`src/verilog/awm_pkg.sv`:
```
package awm_pkg;
	// Register indices; byte address is four times the index
	localparam logic [7:0] IDX_CYC_EN = 8'hE6;
	localparam logic [7:0] IDX_MASK   = 8'hE7;
	localparam logic [7:0] IDX_LO     = 8'hE8;
	localparam logic [7:0] IDX_HI     = 8'hE9;
	localparam logic [7:0] IDX_LP_PRT = 8'hEA;
	localparam logic [7:0] IDX_NR_PRT = 8'hEB;
	localparam logic [7:0] IDX_SHADOW = 8'hEC;
	localparam logic [7:0] IDX_SMI    = 8'hED;
	localparam logic [7:0] IDX_GATE   = 8'hF8;
	localparam logic [7:0] IDX_INIT   = 8'hF9;
	localparam logic [7:0] IDX_STATE  = 8'hFA;
	localparam int         ADDR_W     = 12;
	// Reset values
	localparam logic [7:0] RST_ZERO   = 8'h00;
	localparam logic [7:0] RST_PORT   = 8'h01;
	// Writable bit masks (reserved bits read zero)
	localparam logic [7:0] MASK_WMASK = 8'hEF;
	localparam logic [7:0] GATE_WMASK = 8'hAF;
	// Source bit positions, shared by enable and SMI registers
	localparam int SRC_RANGE = 7;
	localparam int SRC_PAR   = 6;
	localparam int SRC_VIDEO = 5;
	localparam int SRC_HDD   = 4;
	localparam int SRC_FDD   = 3;
	localparam int SRC_KBD   = 2;
	localparam int SRC_SER1  = 1;
	localparam int SRC_SER2  = 0;
	// Wake source register fields
	localparam int MSK_PCIR  = 7;
	localparam int MSK_CLM   = 6;
	localparam int MSK_EXT   = 5;
	localparam int MSK_TYPE  = 3;
	// Gate register fields
	localparam int GT_SMI_A  = 7;
	localparam int GT_SMI_B  = 5;
	localparam int GT_HWSTB  = 3;
	localparam int GT_STB_LP = 2;
	localparam int GT_STB_WK = 1;
	localparam int GT_PREQWK = 0;
	// Decoded address ranges
	localparam logic [15:0] PAR1_LO = 16'h0378;
	localparam logic [15:0] PAR1_HI = 16'h037F;
	localparam logic [15:0] PAR2_LO = 16'h0278;
	localparam logic [15:0] PAR2_HI = 16'h027F;
	localparam logic [31:0] VMEM_LO = 32'h000A_0000;
	localparam logic [31:0] VMEM_HI = 32'h000B_FFFF;
	localparam logic [15:0] VIO_LO  = 16'h03B0;
	localparam logic [15:0] VIO_HI  = 16'h03DF;
	localparam logic [15:0] HD1_LO  = 16'h0170;
	localparam logic [15:0] HD1_HI  = 16'h0177;
	localparam logic [15:0] HD1_AUX = 16'h0376;
	localparam logic [15:0] HD2_LO  = 16'h01F0;
	localparam logic [15:0] HD2_HI  = 16'h01F7;
	localparam logic [15:0] HD2_AUX = 16'h03F6;
	localparam logic [15:0] FDD_DAT = 16'h03F5;
	localparam logic [15:0] KBD_DAT = 16'h0060;
	localparam logic [15:0] KBD_CMD = 16'h0064;
	localparam logic [15:0] SA1_LO  = 16'h03F8;
	localparam logic [15:0] SA1_HI  = 16'h03FF;
	localparam logic [15:0] SA2_LO  = 16'h03E8;
	localparam logic [15:0] SA2_HI  = 16'h03EF;
	localparam logic [15:0] SB1_LO  = 16'h02F8;
	localparam logic [15:0] SB1_HI  = 16'h02FF;
	localparam logic [15:0] SB2_LO  = 16'h02E8;
	localparam logic [15:0] SB2_HI  = 16'h02EF;
endpackage : awm_pkg

```
`src/verilog/awm_monitor.sv`:
```
// The APB slave port was chosen for this implementation.
`timescale 1ns/1ns
module awm_monitor
	import awm_pkg::*;
(
	input  wire logic              I_CLK,
	input  wire logic              I_RESETN,
	input  wire logic              I_PSEL,
	input  wire logic              I_PENABLE,
	input  wire logic              I_PWRITE,
	input  wire logic [ADDR_W-1:0] I_PADDR,
	input  wire logic [31:0]       I_PWDATA,
	output logic      [31:0]       O_PRDATA,
	output logic                   O_PREADY,
	output logic                   O_PSLVERR,
	input  wire logic              I_CYC_VALID,
	input  wire logic              I_CYC_IS_MEM,
	input  wire logic [31:0]       I_CYC_ADDR,
	input  wire logic              I_PCI_REQUEST_LINE_N,
	input  wire logic              I_LOCAL_DEVICE_CLAIM_N,
	input  wire logic              I_EXT_PM_INTERRUPT_IN,
	input  wire logic              I_IDLE_TICK,
	output logic                   O_RELOAD,
	output logic                   O_WAKE,
	output logic                   O_IDLE_TIMEOUT,
	output logic                   O_LOW_POWER_STATE,
	output logic                   O_SYS_MGMT_INTERRUPT_N,
	output logic                   O_POWER_LATCH_STROBE_N,
	output logic      [7:0]        O_POWER_LATCH_DATA
);

////////////////////////////////////////////////////////////////////////
// Helpers

// Inclusive I/O range test
function automatic logic in_rng(input logic [15:0] a,
	input logic [15:0] lo, input logic [15:0] hi);
	return (a >= lo) && (a <= hi);
endfunction : in_rng

// Low byte compare with the lowest n bits ignored
function automatic logic low_hit(input logic [7:0] a,
	input logic [7:0] r, input logic [2:0] n);
	logic [7:0] keep;
	keep = 8'hFF << n;
	return ((a ^ r) & keep) == 8'h00;
endfunction : low_hit

// Register select on an aligned word
function automatic logic sel(input logic [ADDR_W-1:0] a,
	input logic [7:0] idx);
	return a == {2'b00, idx, 2'b00};
endfunction : sel

////////////////////////////////////////////////////////////////////////
// Registers and state

logic [7:0] cyc_en_q;     // Access detection enables
logic [7:0] mask_q;       // Wake sources, type, mask code
logic [7:0] lo_q;         // Range low byte
logic [7:0] hi_q;         // Range high byte
logic [7:0] lp_prt_q;     // Low-power port byte
logic [7:0] nr_prt_q;     // Normal port byte
logic [7:0] shadow_q;     // Mirror of external latch
logic [7:0] smi_en_q;     // SMI enables
logic [7:0] smi_flag_q;   // Sticky SMI causes
logic [7:0] gate_q;       // Global gating and strobe enables
logic [7:0] init_q;       // Idle timer initial count
logic [7:0] cnt_q;        // Idle timer current count
logic       lp_q;         // Low-power state
logic       req_m_q;      // Sync first stage
logic       req_s_q;      // Sync second stage
logic       clm_m_q;      // Sync first stage
logic       clm_s_q;      // Sync second stage
logic       pready_q;
logic       pslverr_q;
logic [31:0] prdata_q;
logic       reload_q;
logic       wake_q;
logic       tmo_q;
logic       smi_n_q;
logic       stb_n_q;

// Bus strobes
logic setup;
logic wr;
logic wr_shadow;
logic wr_smi;
assign setup     = I_PSEL && !I_PENABLE;
assign wr        = I_PSEL && I_PENABLE && I_PWRITE && pready_q;
assign wr_shadow = wr && sel(I_PADDR, IDX_SHADOW);
assign wr_smi    = wr && sel(I_PADDR, IDX_SMI);

////////////////////////////////////////////////////////////////////////
// Pin synchronisers

// Request and claim pins come from other clocks
always_ff @(posedge I_CLK) begin
	if (!I_RESETN) begin
		req_m_q <= 1'b1;
		req_s_q <= 1'b1;
		clm_m_q <= 1'b1;
		clm_s_q <= 1'b1;
	end else begin
		req_m_q <= I_PCI_REQUEST_LINE_N;
		req_s_q <= req_m_q;
		clm_m_q <= I_LOCAL_DEVICE_CLAIM_N;
		clm_s_q <= clm_m_q;
	end
end

////////////////////////////////////////////////////////////////////////
// Cycle decode

logic       io_c;        // I/O cycle
logic       mem_c;       // Memory cycle
logic [15:0] ioa;        // I/O address
logic       rng_io;      // Range hit as I/O
logic       rng_mem;     // Range hit as memory
logic [7:0] hit;         // Per-source hits
logic       acc_ev;      // Enabled access event
logic       src_reload;  // Any reload cause
logic       src_wake;    // Any wake cause
logic [7:0] smi_set;     // SMI causes this cycle
logic       reload_d;
logic       wake_d;
logic       sleep_d;

assign io_c  = I_CYC_VALID && !I_CYC_IS_MEM;
assign mem_c = I_CYC_VALID && I_CYC_IS_MEM;
assign ioa   = I_CYC_ADDR[15:0];

// Unmasked bits of both bytes must all agree
assign rng_io  = io_c && low_hit(I_CYC_ADDR[7:0], lo_q, mask_q[2:0])
	&& (I_CYC_ADDR[15:8] == hi_q);
assign rng_mem = mem_c && low_hit(I_CYC_ADDR[23:16], lo_q, mask_q[2:0])
	&& (I_CYC_ADDR[31:24] == hi_q);

// Source hits, independent of enables
always_comb begin
	hit = 8'h00;
	hit[SRC_RANGE] = mask_q[MSK_TYPE] ? rng_mem : rng_io;
	hit[SRC_PAR]   = io_c && (in_rng(ioa, PAR1_LO, PAR1_HI)
		|| in_rng(ioa, PAR2_LO, PAR2_HI));
	hit[SRC_VIDEO] = (io_c && in_rng(ioa, VIO_LO, VIO_HI))
		|| (mem_c && I_CYC_ADDR >= VMEM_LO && I_CYC_ADDR <= VMEM_HI);
	hit[SRC_HDD]   = io_c && (in_rng(ioa, HD1_LO, HD1_HI) || ioa == HD1_AUX
		|| in_rng(ioa, HD2_LO, HD2_HI) || ioa == HD2_AUX);
	hit[SRC_FDD]   = io_c && (ioa == FDD_DAT);
	hit[SRC_KBD]   = io_c && (ioa == KBD_DAT || ioa == KBD_CMD);
	hit[SRC_SER1]  = io_c && (in_rng(ioa, SA1_LO, SA1_HI)
		|| in_rng(ioa, SA2_LO, SA2_HI));
	hit[SRC_SER2]  = io_c && (in_rng(ioa, SB1_LO, SB1_HI)
		|| in_rng(ioa, SB2_LO, SB2_HI));
end

// Enabled accesses; a cleared bit drops its source
assign acc_ev = |(hit & cyc_en_q);

// Reload causes; request line reloads with its detect bit alone
assign src_reload = acc_ev
	|| (!req_s_q && mask_q[MSK_PCIR])
	|| (!clm_s_q && mask_q[MSK_CLM])
	|| (I_EXT_PM_INTERRUPT_IN && mask_q[MSK_EXT]);

// Wake causes; request wakes only with companion enable
assign src_wake = acc_ev
	|| (!req_s_q && mask_q[MSK_PCIR] && gate_q[GT_PREQWK])
	|| (!clm_s_q && mask_q[MSK_CLM])
	|| (I_EXT_PM_INTERRUPT_IN && mask_q[MSK_EXT])
	|| (|(hit & smi_en_q));

// SMI needs both global bits
assign smi_set = hit & smi_en_q & {8{gate_q[GT_SMI_A] && gate_q[GT_SMI_B]}};

// In normal state activity reloads; in low power it wakes
assign reload_d = !lp_q && src_reload;
assign wake_d   = lp_q && src_wake;
assign sleep_d  = !lp_q && !reload_d && I_IDLE_TICK && (cnt_q == 8'h01);

////////////////////////////////////////////////////////////////////////
// Idle timer and power state

// Restart on any activity; zero count parks the timer
always_ff @(posedge I_CLK) begin
	if (!I_RESETN) begin
		cnt_q <= RST_ZERO;
	end else if (reload_d || wake_d) begin
		cnt_q <= init_q;
	end else if (I_IDLE_TICK && !lp_q && cnt_q != 8'h00) begin
		cnt_q <= cnt_q - 8'h01;
	end
end

// Timeout enters low power, a wake leaves it
always_ff @(posedge I_CLK) begin
	if (!I_RESETN) begin
		lp_q <= 1'b0;
	end else if (sleep_d) begin
		lp_q <= 1'b1;
	end else if (wake_d) begin
		lp_q <= 1'b0;
	end
end

// Event pulses
always_ff @(posedge I_CLK) begin
	if (!I_RESETN) begin
		reload_q <= 1'b0;
		wake_q   <= 1'b0;
		tmo_q    <= 1'b0;
	end else begin
		reload_q <= reload_d;
		wake_q   <= wake_d;
		tmo_q    <= sleep_d;
	end
end

////////////////////////////////////////////////////////////////////////
// Power latch shadow and strobe

logic hw_lp;
logic hw_wk;
assign hw_lp = sleep_d && gate_q[GT_HWSTB] && gate_q[GT_STB_LP];
assign hw_wk = wake_d && gate_q[GT_HWSTB] && gate_q[GT_STB_WK];

// Software write wins over a hardware load in the same cycle
always_ff @(posedge I_CLK) begin
	if (!I_RESETN) begin
		shadow_q <= RST_PORT;
		stb_n_q  <= 1'b1;
	end else begin
		stb_n_q <= !(wr_shadow || hw_lp || hw_wk);
		if (wr_shadow) begin
			shadow_q <= I_PWDATA[7:0];
		end else if (hw_lp) begin
			shadow_q <= lp_prt_q;
		end else if (hw_wk) begin
			shadow_q <= nr_prt_q;
		end
	end
end

////////////////////////////////////////////////////////////////////////
// SMI enables and sticky causes

// New cause wins over a clear; a written 0 still hides it
always_ff @(posedge I_CLK) begin
	if (!I_RESETN) begin
		smi_en_q   <= RST_ZERO;
		smi_flag_q <= RST_ZERO;
		smi_n_q    <= 1'b1;
	end else begin
		if (wr_smi) begin
			smi_en_q   <= I_PWDATA[7:0];
			smi_flag_q <= smi_set | (smi_flag_q & I_PWDATA[7:0]);
		end else begin
			smi_flag_q <= smi_set | smi_flag_q;
		end
		smi_n_q <= !(|(smi_flag_q & smi_en_q));
	end
end

////////////////////////////////////////////////////////////////////////
// Configuration registers

// Reserved bits are not stored
always_ff @(posedge I_CLK) begin
	if (!I_RESETN) begin
		cyc_en_q <= RST_ZERO;
		mask_q   <= RST_ZERO;
		lo_q     <= RST_ZERO;
		hi_q     <= RST_ZERO;
		lp_prt_q <= RST_PORT;
		nr_prt_q <= RST_PORT;
		gate_q   <= RST_ZERO;
		init_q   <= RST_ZERO;
	end else if (wr) begin
		if (sel(I_PADDR, IDX_CYC_EN)) cyc_en_q <= I_PWDATA[7:0];
		if (sel(I_PADDR, IDX_MASK))   mask_q   <= I_PWDATA[7:0] & MASK_WMASK;
		if (sel(I_PADDR, IDX_LO))     lo_q     <= I_PWDATA[7:0];
		if (sel(I_PADDR, IDX_HI))     hi_q     <= I_PWDATA[7:0];
		if (sel(I_PADDR, IDX_LP_PRT)) lp_prt_q <= I_PWDATA[7:0];
		if (sel(I_PADDR, IDX_NR_PRT)) nr_prt_q <= I_PWDATA[7:0];
		if (sel(I_PADDR, IDX_GATE))   gate_q   <= I_PWDATA[7:0] & GATE_WMASK;
		if (sel(I_PADDR, IDX_INIT))   init_q   <= I_PWDATA[7:0];
	end
end

////////////////////////////////////////////////////////////////////////
// APB read path, answered in the access phase

logic [7:0] rd_val;
logic       rd_ok;
always_comb begin
	rd_val = 8'h00;
	rd_ok  = (I_PADDR[ADDR_W-1:ADDR_W-2] == 2'b00) && (I_PADDR[1:0] == 2'b00);
	case (I_PADDR[9:2])
		IDX_CYC_EN: rd_val = cyc_en_q;
		IDX_MASK:   rd_val = mask_q;
		IDX_LO:     rd_val = lo_q;
		IDX_HI:     rd_val = hi_q;
		IDX_LP_PRT: rd_val = lp_prt_q;
		IDX_NR_PRT: rd_val = nr_prt_q;
		IDX_SHADOW: rd_val = shadow_q;
		IDX_SMI:    rd_val = smi_flag_q & smi_en_q;
		IDX_GATE:   rd_val = gate_q;
		IDX_INIT:   rd_val = init_q;
		IDX_STATE:  rd_val = {cnt_q[6:0], lp_q};
		default:    rd_ok  = 1'b0; // Unmapped answers with an error
	endcase
end

// Ready and data registered from the setup cycle
always_ff @(posedge I_CLK) begin
	if (!I_RESETN) begin
		pready_q  <= 1'b0;
		pslverr_q <= 1'b0;
		prdata_q  <= 32'h0000_0000;
	end else begin
		pready_q  <= setup;
		pslverr_q <= setup && !rd_ok;
		if (setup) begin
			prdata_q <= rd_ok ? {24'h00_0000, rd_val} : 32'h0000_0000;
		end
	end
end

////////////////////////////////////////////////////////////////////////
// Outputs

assign O_PRDATA               = prdata_q;
assign O_PREADY               = pready_q;
assign O_PSLVERR              = pslverr_q;
assign O_RELOAD               = reload_q;
assign O_WAKE                 = wake_q;
assign O_IDLE_TIMEOUT         = tmo_q;
assign O_LOW_POWER_STATE      = lp_q;
assign O_SYS_MGMT_INTERRUPT_N = smi_n_q;
assign O_POWER_LATCH_STROBE_N = stb_n_q;
assign O_POWER_LATCH_DATA     = shadow_q;
endmodule : awm_monitor

```
`config.mk`:
```
export PLATFORM = sky130hd
export DESIGN_NAME = awm_monitor
export DESIGN_NICKNAME = d
export VERILOG_FILES = /design/src/verilog/awm_pkg.sv /design/src/verilog/awm_monitor.sv
export SDC_FILE = /design/constraint.sdc
export NUM_CORES = 1
export LEC_CHECK = 0
export BUFFER_PORTS_ARGS = -buffer_cell sky130_fd_sc_hd__buf_2
export CELL_PAD_IN_SITES_DETAIL_PLACEMENT = 0
export CELL_PAD_IN_SITES_GLOBAL_PLACEMENT = 1
export CORE_ASPECT_RATIO = 1.5
export CORE_MARGIN = 4
export CORE_UTILIZATION = 44
export DETAILED_ROUTE_END_ITERATION = 12
export GPL_TIMING_DRIVEN = 0
export PLACE_DENSITY_LB_ADDON = 0.1
export SLEW_MARGIN = 20
export SYNTH_ARGS = -nofsm -noshare
export SYNTH_HDL_FRONTEND = slang
export SYNTH_SLANG_ARGS = --single-unit
```
`constraint.sdc`:
```
create_clock -name I_CLK -period 6.78 [get_ports I_CLK]
set_input_delay 1.356 -clock I_CLK [delete_from_list [all_inputs] [get_ports I_CLK]]
set_output_delay 1.356 -clock I_CLK [all_outputs]
set_load 0.05 [all_outputs]
```
* Word level (Yosys, flattened, before mapping)
Index checks and enable logic that the tools add are counted.
** Cells by class
- Add/sub/neg operators :: 1
- $lt $le $gt $ge :: 20
- Equal/unequal tests :: 29
- Shifts and indexed selects :: 1
- Mux-type cells :: 12
- Bitwise operators :: 11
- Reductions and logical operators :: 95
** Operators by type and width (number)
- equality test 12 x 10 -> 1 bit, second input constant :: 10
- greater-or-equal comparator 16 x 10 -> 1 bit, second input constant :: 7
- less-or-equal comparator 16 x 10 -> 1 bit, second input constant :: 7
- equality test 8 bit, second input constant :: 11
- case mux 8 bit (11 select lines) :: 1
- bitwise AND 8 bit :: 7
- two-way mux 8 bit :: 7
- equality test 16 x 10 -> 1 bit, second input constant :: 3
- logical AND 1 bit :: 48
- equality test 16 x 7 -> 1 bit, second input constant :: 2
- greater-or-equal comparator 16 x 9 -> 1 bit, second input constant :: 2
- greater-or-equal comparator 32 x 20 -> 1 bit, second input constant :: 1
- less-or-equal comparator 16 x 9 -> 1 bit, second input constant :: 2
- less-or-equal comparator 32 x 20 -> 1 bit, second input constant :: 1
- OR reduction 8 bit :: 3
- logical OR 1 bit :: 18
- equality test 8 bit :: 2
- zero test 8 bit :: 2
- OR 8 bit :: 2
- AND reduction 2 bit :: 8
- bitwise XOR 8 bit :: 2
- OR reduction 11 bit :: 1
- zero test 1 bit :: 9
- equality test 8 x 1 -> 1 bit, second input constant :: 1
- other kinds (7) :: 12
** Word-level totals
- Bits in registers :: 137
- Input port bits :: 87
- Logic and storage cells :: 194

* Depth between registers and ports, before layout
- Depth after elaboration :: 21
- Depth in mapped cells :: 10
- Mapped depth without buffers :: 8

* Worst setup path after synthesis
OpenSTA, ideal clock, no wires.
- Path kind :: in2reg
- From :: in I_CYC_ADDR[7]
- To :: reg shadow_q[0], in the netlist O_POWER_LATCH_DATA[0]
- Data arrival time :: 3254 ps
- Required time :: 6701 ps
- Setup slack :: 3447 ps
- Cell stages on the path :: 10
- Path buffers :: 2
- Cells stage by stage :: buf_2 > xor2_1 > a2111oi_0 > and3_1 > a32o_2 > and2_1 > o31ai_4 > buf_6 > o2111a_1 > a211oi_2
** Between the ends
- Cells in the longest elaborated chain, start to end :: 20
- Elaborated cells between the ends (all ways) :: 81
** RTL lines
- start, declared :: RTL line awm_monitor.sv:18 : input wire logic [31:0] I_CYC_ADDR,
- greater-or-equal comparator 16 x 9 -> 1 bit (tied with other cells) :: RTL line awm_monitor.sv:38 : return (a >= lo) && (a <= hi);
- logical AND 1 bit / bitwise AND 8 bit (equally long branches) :: RTL line awm_monitor.sv:38, awm_monitor.sv:46
- logical OR 1 bit / zero test 8 bit (equally long branches) :: RTL line awm_monitor.sv:147, awm_monitor.sv:46
- logical OR 1 bit / logical AND 1 bit (equally long branches) :: RTL line awm_monitor.sv:148, awm_monitor.sv:134
- logical OR 1 bit / logical AND 1 bit (equally long branches) :: RTL line awm_monitor.sv:148, awm_monitor.sv:135
- logical AND 1 bit / two-way mux 1 bit (equally long branches) :: RTL line awm_monitor.sv:147, awm_monitor.sv:142
- bitwise AND 8 bit :: RTL line awm_monitor.sv:158 : assign acc_ev = |(hit & cyc_en_q);
- OR reduction 8 bit :: RTL line awm_monitor.sv:158
- logical OR 1 bit :: RTL line awm_monitor.sv:162 : || (!req_s_q && mask_q[MSK_PCIR])
- logical OR 1 bit :: RTL line awm_monitor.sv:163 : || (!clm_s_q && mask_q[MSK_CLM])
- logical OR 1 bit :: RTL line awm_monitor.sv:164 : || (I_EXT_PM_INTERRUPT_IN && mask_q[MSK_EXT]);
- logical AND 1 bit :: RTL line awm_monitor.sv:177 : assign reload_d = !lp_q && src_reload;
- zero test 1 bit :: RTL line awm_monitor.sv:179 : assign sleep_d = !lp_q && !reload_d && I_IDLE_TICK && (cnt_q == 8'h01);
- logical AND 1 bit (3 in series) :: RTL line awm_monitor.sv:179
- logical AND 1 bit (2 in series) :: RTL line awm_monitor.sv:224 : assign hw_lp = sleep_d && gate_q[GT_HWSTB] && gate_q[GT_STB_LP];
- two-way mux 8 bit :: RTL line awm_monitor.sv:236 : end else if (hw_lp) begin
- two-way mux 8 bit :: RTL line awm_monitor.sv:234 : if (wr_shadow) begin
- end signal, assigned :: RTL line awm_monitor.sv:235 : shadow_q <= I_PWDATA[7:0];
- end signal, assigned :: RTL line awm_monitor.sv:237 : shadow_q <= lp_prt_q;
- end signal, assigned :: RTL line awm_monitor.sv:239 : shadow_q <= nr_prt_q;
- end, declared :: RTL line awm_monitor.sv:64 : logic [7:0] shadow_q;
Several ways; a longest one is shown, not always the timed one.
A chain may end at the register's enable or synchronous reset.

* Worst setup path after layout
- From :: in I_CYC_ADDR[12]
- To :: reg shadow_q[0], in the netlist O_POWER_LATCH_DATA[0]
** Between the ends
- Cells in the longest elaborated chain, start to end :: 20
- Elaborated cells between the ends (all ways) :: 78
** RTL lines
- greater-or-equal comparator 16 x 9 -> 1 bit / less-or-equal comparator 16 x 9 -> 1 bit (equally long branches) :: RTL line awm_monitor.sv:38
- logical AND 1 bit :: RTL line awm_monitor.sv:38
- logical OR 1 bit :: RTL line awm_monitor.sv:147 : hit[SRC_HDD] = io_c && (in_rng(ioa, HD1_LO, HD1_HI) || ioa == HD1_AUX
- logical OR 1 bit (2 in series) :: RTL line awm_monitor.sv:148 : || in_rng(ioa, HD2_LO, HD2_HI) || ioa == HD2_AUX);
- logical AND 1 bit :: RTL line awm_monitor.sv:147
- bitwise AND 8 bit :: RTL line awm_monitor.sv:158
- OR reduction 8 bit :: RTL line awm_monitor.sv:158
- logical OR 1 bit :: RTL line awm_monitor.sv:162
- logical OR 1 bit :: RTL line awm_monitor.sv:163
- logical OR 1 bit :: RTL line awm_monitor.sv:164
- logical AND 1 bit :: RTL line awm_monitor.sv:177
- zero test 1 bit :: RTL line awm_monitor.sv:179
- logical AND 1 bit (3 in series) :: RTL line awm_monitor.sv:179
- logical AND 1 bit (2 in series) :: RTL line awm_monitor.sv:224
- two-way mux 8 bit :: RTL line awm_monitor.sv:236
- two-way mux 8 bit :: RTL line awm_monitor.sv:234
Several ways; a longest one is shown, not always the timed one.

==> out/qor.txt <==
LOGIC SYNTHESIS
------------------------------------------------------------------------------------------------------
Library cell with the largest summed area after synthesis                                 sky130_fd_sc_hd__dfxtp_1
Leading post-synthesis cells by cell area                                                 sky130_fd_sc_hd__dfxtp_1 37%, sky130_fd_sc_hd__mux2i_1 12%, sky130_fd_sc_hd__nor2_1 5.9%, sky130_fd_sc_hd__xnor2_1 3.1%, sky130_fd_sc_hd__buf_4 3.0%
Number of enable flip-flop cells after synthesis                                                     0
Area share of the leading cell type in the synthesized netlist                                   36.6%
Proportion of register bits with asynchronous set or reset after synthesis                          0%
Post-synthesis sequential area ratio                                                             36.6%
YS warnings                                                                                          0
Most used flip-flop cell after synthesis                                                  sky130_fd_sc_hd__dfxtp_1
#FFs+latches synth                                                                                 113
Distinct cell type count of the synthesized netlist                                                 71
Total standard cell area after synthesis                                                  0.00619 mm^2
Post-Syn Area per Cell                                                                       9.06 um^2
Cell count after synthesis                                                                         683

PLACEMENT
------------------------------------------------------------------------------------------------------
Post-Place Cells                                                                                   949
Gp weighted congestion                                                                           0.969
Post-detailed-placement cell area                                                         0.00688 mm^2
Count of input and output buffers                                                                   81
HPWL after detailed placement                                                                 18000 um

DETAILED ROUTING
------------------------------------------------------------------------------------------------------
Total vias in the final route                                                                     5968
Wire length per cell after detailed routing                                                    23.9 um
Starting DRC count in detailed routing                                                             440
Antenna Nets Post-Route                                                                              0
Via density                                                                                       6.08
Total DRC errors in the routed layout                                                                0
1st-pass router iterations                                                                           7
Total wire length                                                                             23400 um

CELLS AND AREA
------------------------------------------------------------------------------------------------------
Number of fillers in the final layout                                                             1325
Design Area, Final                                                                        0.00748 mm^2
Most used cells in the layout excluding fill and tap cells                                113 x sky130_fd_sc_hd__dfxtp_1, 97 x sky130_fd_sc_hd__nor2_1, 89 x sky130_fd_sc_hd__buf_2, 74 x sky130_fd_sc_hd__mux2i_1, 31 x sky130_fd_sc_hd__nand2_1
Layout net count                                                                                   895
Leading cell type in the layout, fill and taps excluded                                   sky130_fd_sc_hd__dfxtp_1
Ratio of cells with drive above 1 in the final layout                                            21.9%
Layout Cells excl Fill                                                                             981
Post-layout util                                                                                 54.7%
Area overhead of the layout relative to synthesis                                                20.8%
Number of antenna cells inserted                                                                     0

PWR
------------------------------------------------------------------------------------------------------
Power per standard cell area                                                               258 mW/mm^2
Combinational cell fraction of total power                                                       15.4%
IR drop worst, VDD                                                                          0.000282 V
Leak                                                                                           2.95 nW
Part of the total power dissipated in sequential elements                                        37.9%
Internal Pwr Total                                                                             1.37 mW
Switching Fraction                                                                               29.0%
Clock group share of total power                                                                 46.7%
Power dissipated by switching net loads                                                         558 uW

GRT
------------------------------------------------------------------------------------------------------
Overall routing resource usage                                                                   28.9%
Total global routing overflow                                                                        0
Wire length of the first global-routing pass                                                  35100 um
Largest net degree at the start of global routing                                                   17
Number of antenna violations at the first check in global routing                                    0
Number of global-route vias before repair                                                         5859

CLOCK NETWORK
------------------------------------------------------------------------------------------------------
Root buffer cell                                                                          sky130_fd_sc_hd__clkbuf_16
Sink count of the clock tree                                                                       113
Number of buffers added to fix hold violations after cts                                             0
Number of gates resized after cts                                                                    0
Clock transition at the register clock pins on the worst setup and hold paths after CTS        0.06 ns
Clock tree from TritonCTS                                                                         done
Number of levels in the clock H-tree                                                                 4
Source-to-sink clock delay at the later pin of the worst-skew pair                             0.42 ns
Number of setup buffers added after CTS                                                              0
Maximum number of buffers from clock root to sink                                                    2
Num CTS Buffers                                                                                     17

CRITICAL PATH
------------------------------------------------------------------------------------------------------
Family with the most delay on the worst path                                              compound AO/OA/AOI/OAI gates
CP bufs+invs                                                                                         2
Critical R2R Launch                                                                            hi_q[4]
Highest fanout seen on the critical path                                                            10
Required arrival time at the worst endpoint                                                    7.12 ns
Worst setup path category                                                                    in -> reg
Number of cells on the critical path                                                                 9
Critical path startpoint category                                                           input port
Delay of the slowest cell on the worst path                                                    0.56 ns
Crit path cell chain                                                                      buf_2 -> nor4b_1 -> nand3_1 -> a31oi_1 -> a221o_4 -> o31ai_4 -> buf_6 -> o2111a_1 -> a211oi_2
Crit-path slowest cell                                                                    sky130_fd_sc_hd__a31oi_1
Endpoint of the most critical setup path                                                  O_POWER_LATCH_DATA[0]
Data arrival time of the critical path                                                         3.83 ns
Endpoint type of the worst setup path                                                         register
Setup crit start                                                                          I_CYC_ADDR[12]
FF-to-FF End                                                                                  cnt_q[5]
R2R Setup Slk                                                                                  4.09 ns
Cells on worst reg2reg path                                                                          9

TIMING
------------------------------------------------------------------------------------------------------
Setup Viol. Count Final                                                                              0
Worst clock skew                                                                            0.00673 ns
Relative slew margins                                                                            34.5%
TNS Setup                                                                                         0 ns
Max Fclk                                                                                     0.287 GHz
Final Hold Violating Endpoints                                                                       0
Slew at the pin closest to its max-slew limit                                                 0.977 ns
Number of pins with negative max-slew slack in the final report                                      0
Final Cycle Share                                                                                51.4%
Unrepaired setup endpoints after global routing                                                  false
Post-layout min period                                                                         3.49 ns

FLOORPLAN
------------------------------------------------------------------------------------------------------
Area of the core                                                                           0.0137 mm^2
Number of standard-cell rows in the floorplan                                                       52
Die Outline Area                                                                           0.0161 mm^2
I/O pin count                                                                                      135
Effective utilization at floorplan                                                               45.3%
Y dimension of the die                                                                          153 um
Die W                                                                                           105 um

OUTCOME
------------------------------------------------------------------------------------------------------
Result of the run                                                                         finished, final reports clean

FLOW RUN
------------------------------------------------------------------------------------------------------
Number of maximum-capacitance constraint violations                                                  0

MIN PATH
------------------------------------------------------------------------------------------------------
Worst hold path type                                                                        reg -> reg

routing by layer:
metal  track usage [%]  wire (um)
met5                 0          0
met4              18.6       1550
met3              6.20       1650
met2              50.7      11600
met1              31.2       8590
synth_stat cells, drive strengths merged, types with 3 or more instances:
cell and instances:
o211ai 3, o31ai 4, a21o 3, nand4b 3, a21oi 31, and3 4
a31oi 6, o2111ai 4, nor4 13, and4 6, nor2 99, nand3 16
nand2 31, a221oi 8, o21ai 18, a32oi 5, a211oi 4, inv 4
or2 3, a21boi 3, or3 11, nand4 11, clkbuf 22, a22oi 19
mux2i 74, a311oi 9, xor2 18, nand2b 9, dfxtp 113, nor2b 9
buf 40, a211o 8, nor3 8, a222oi 8, xnor2 22, a32o 4
a22o 4
power by group through the flow:
stage / clock network [mW] / registers (mW) / logic [mW]
6_report: 0.900 / 0.729 / 0.297
5_1_grt: 0.942 / 0.731 / 0.325
4_1_cts: 0.907 / 0.729 / 0.298
3_5_place_dp: 0 / 0.743 / 0.297
3_3_place_gp: 0 / 0.742 / 0.289
2_1_floorplan: 0 / 0.733 / 0.220
worst min-delay path by stage:
stage | end | start | cells past startpoint | slack [ns]
6_report | clm_s_q | clm_m_q | 1 | 0.41
5_1_grt | clm_s_q | clm_m_q | 1 | 0.43
4_1_cts | clm_s_q | clm_m_q | 1 | 0.41
3_5_place_dp | clm_s_q | clm_m_q | 1 | 0.39
3_3_place_gp | clm_s_q | clm_m_q | 1 | 0.40
2_1_floorplan | clm_s_q | clm_m_q | 1 | 0.39
state kept, by name (all words and copies together), names as in the netlist, 6 cells and up:
| name | count |
|---|---|
| gate_q | 6 |
| nr_prt_q | 8 |
| mask_q | 7 |
| O_PRDATA | 8 |
| smi_flag_q | 8 |
| cyc_en_q | 8 |
| init_q | 8 |
| smi_en_q | 8 |
| cnt_q | 8 |
| lo_q | 8 |
| hi_q | 8 |
| lp_prt_q | 8 |
| O_POWER_LATCH_DATA | 8 |
area by class of cell:
class	instances	area, um^2	share of cell area, %
plain buffers	62	359	4.80
clock buffers	18	439	5.87
clock inverters	14	156	2.09
inverters	4	15.0	0.201
multi-input cells	527	3640	48.6
flip-flops and latches	113	2260	30.3
well taps	162	203	2.71
repair buffers	81	405	5.42
through the flow:
step / hold WS [ns] / setup WS [ns] / total power, mW
4_1_cts: 0.407 / 3.34 / 1.93
2_1_floorplan: 0.386 / 3.45 / 0.953
3_5_place_dp: 0.393 / 2.94 / 1.04
3_3_place_gp: 0.396 / 2.95 / 1.03
6_report: 0.405 / 3.29 / 1.93
5_1_grt: 0.426 / 3.20 / 2.00
logic make-up (layout without fill, tap and decap cells):
group,count (synthesis),in the layout,synth area share (%)
AOI/OAI and AO/OA,151,151,19.8
xor gates and xnor gates,40,40,5.66
adders and majority gates,2,2,0.404
buffers and inverters,66,179,6.05
DFF,113,113,36.6
muxes,75,75,12.2
other,1,24,0.0606
and+or+nand+nor,235,235,19.4
(Power assumes the default switching activity.)
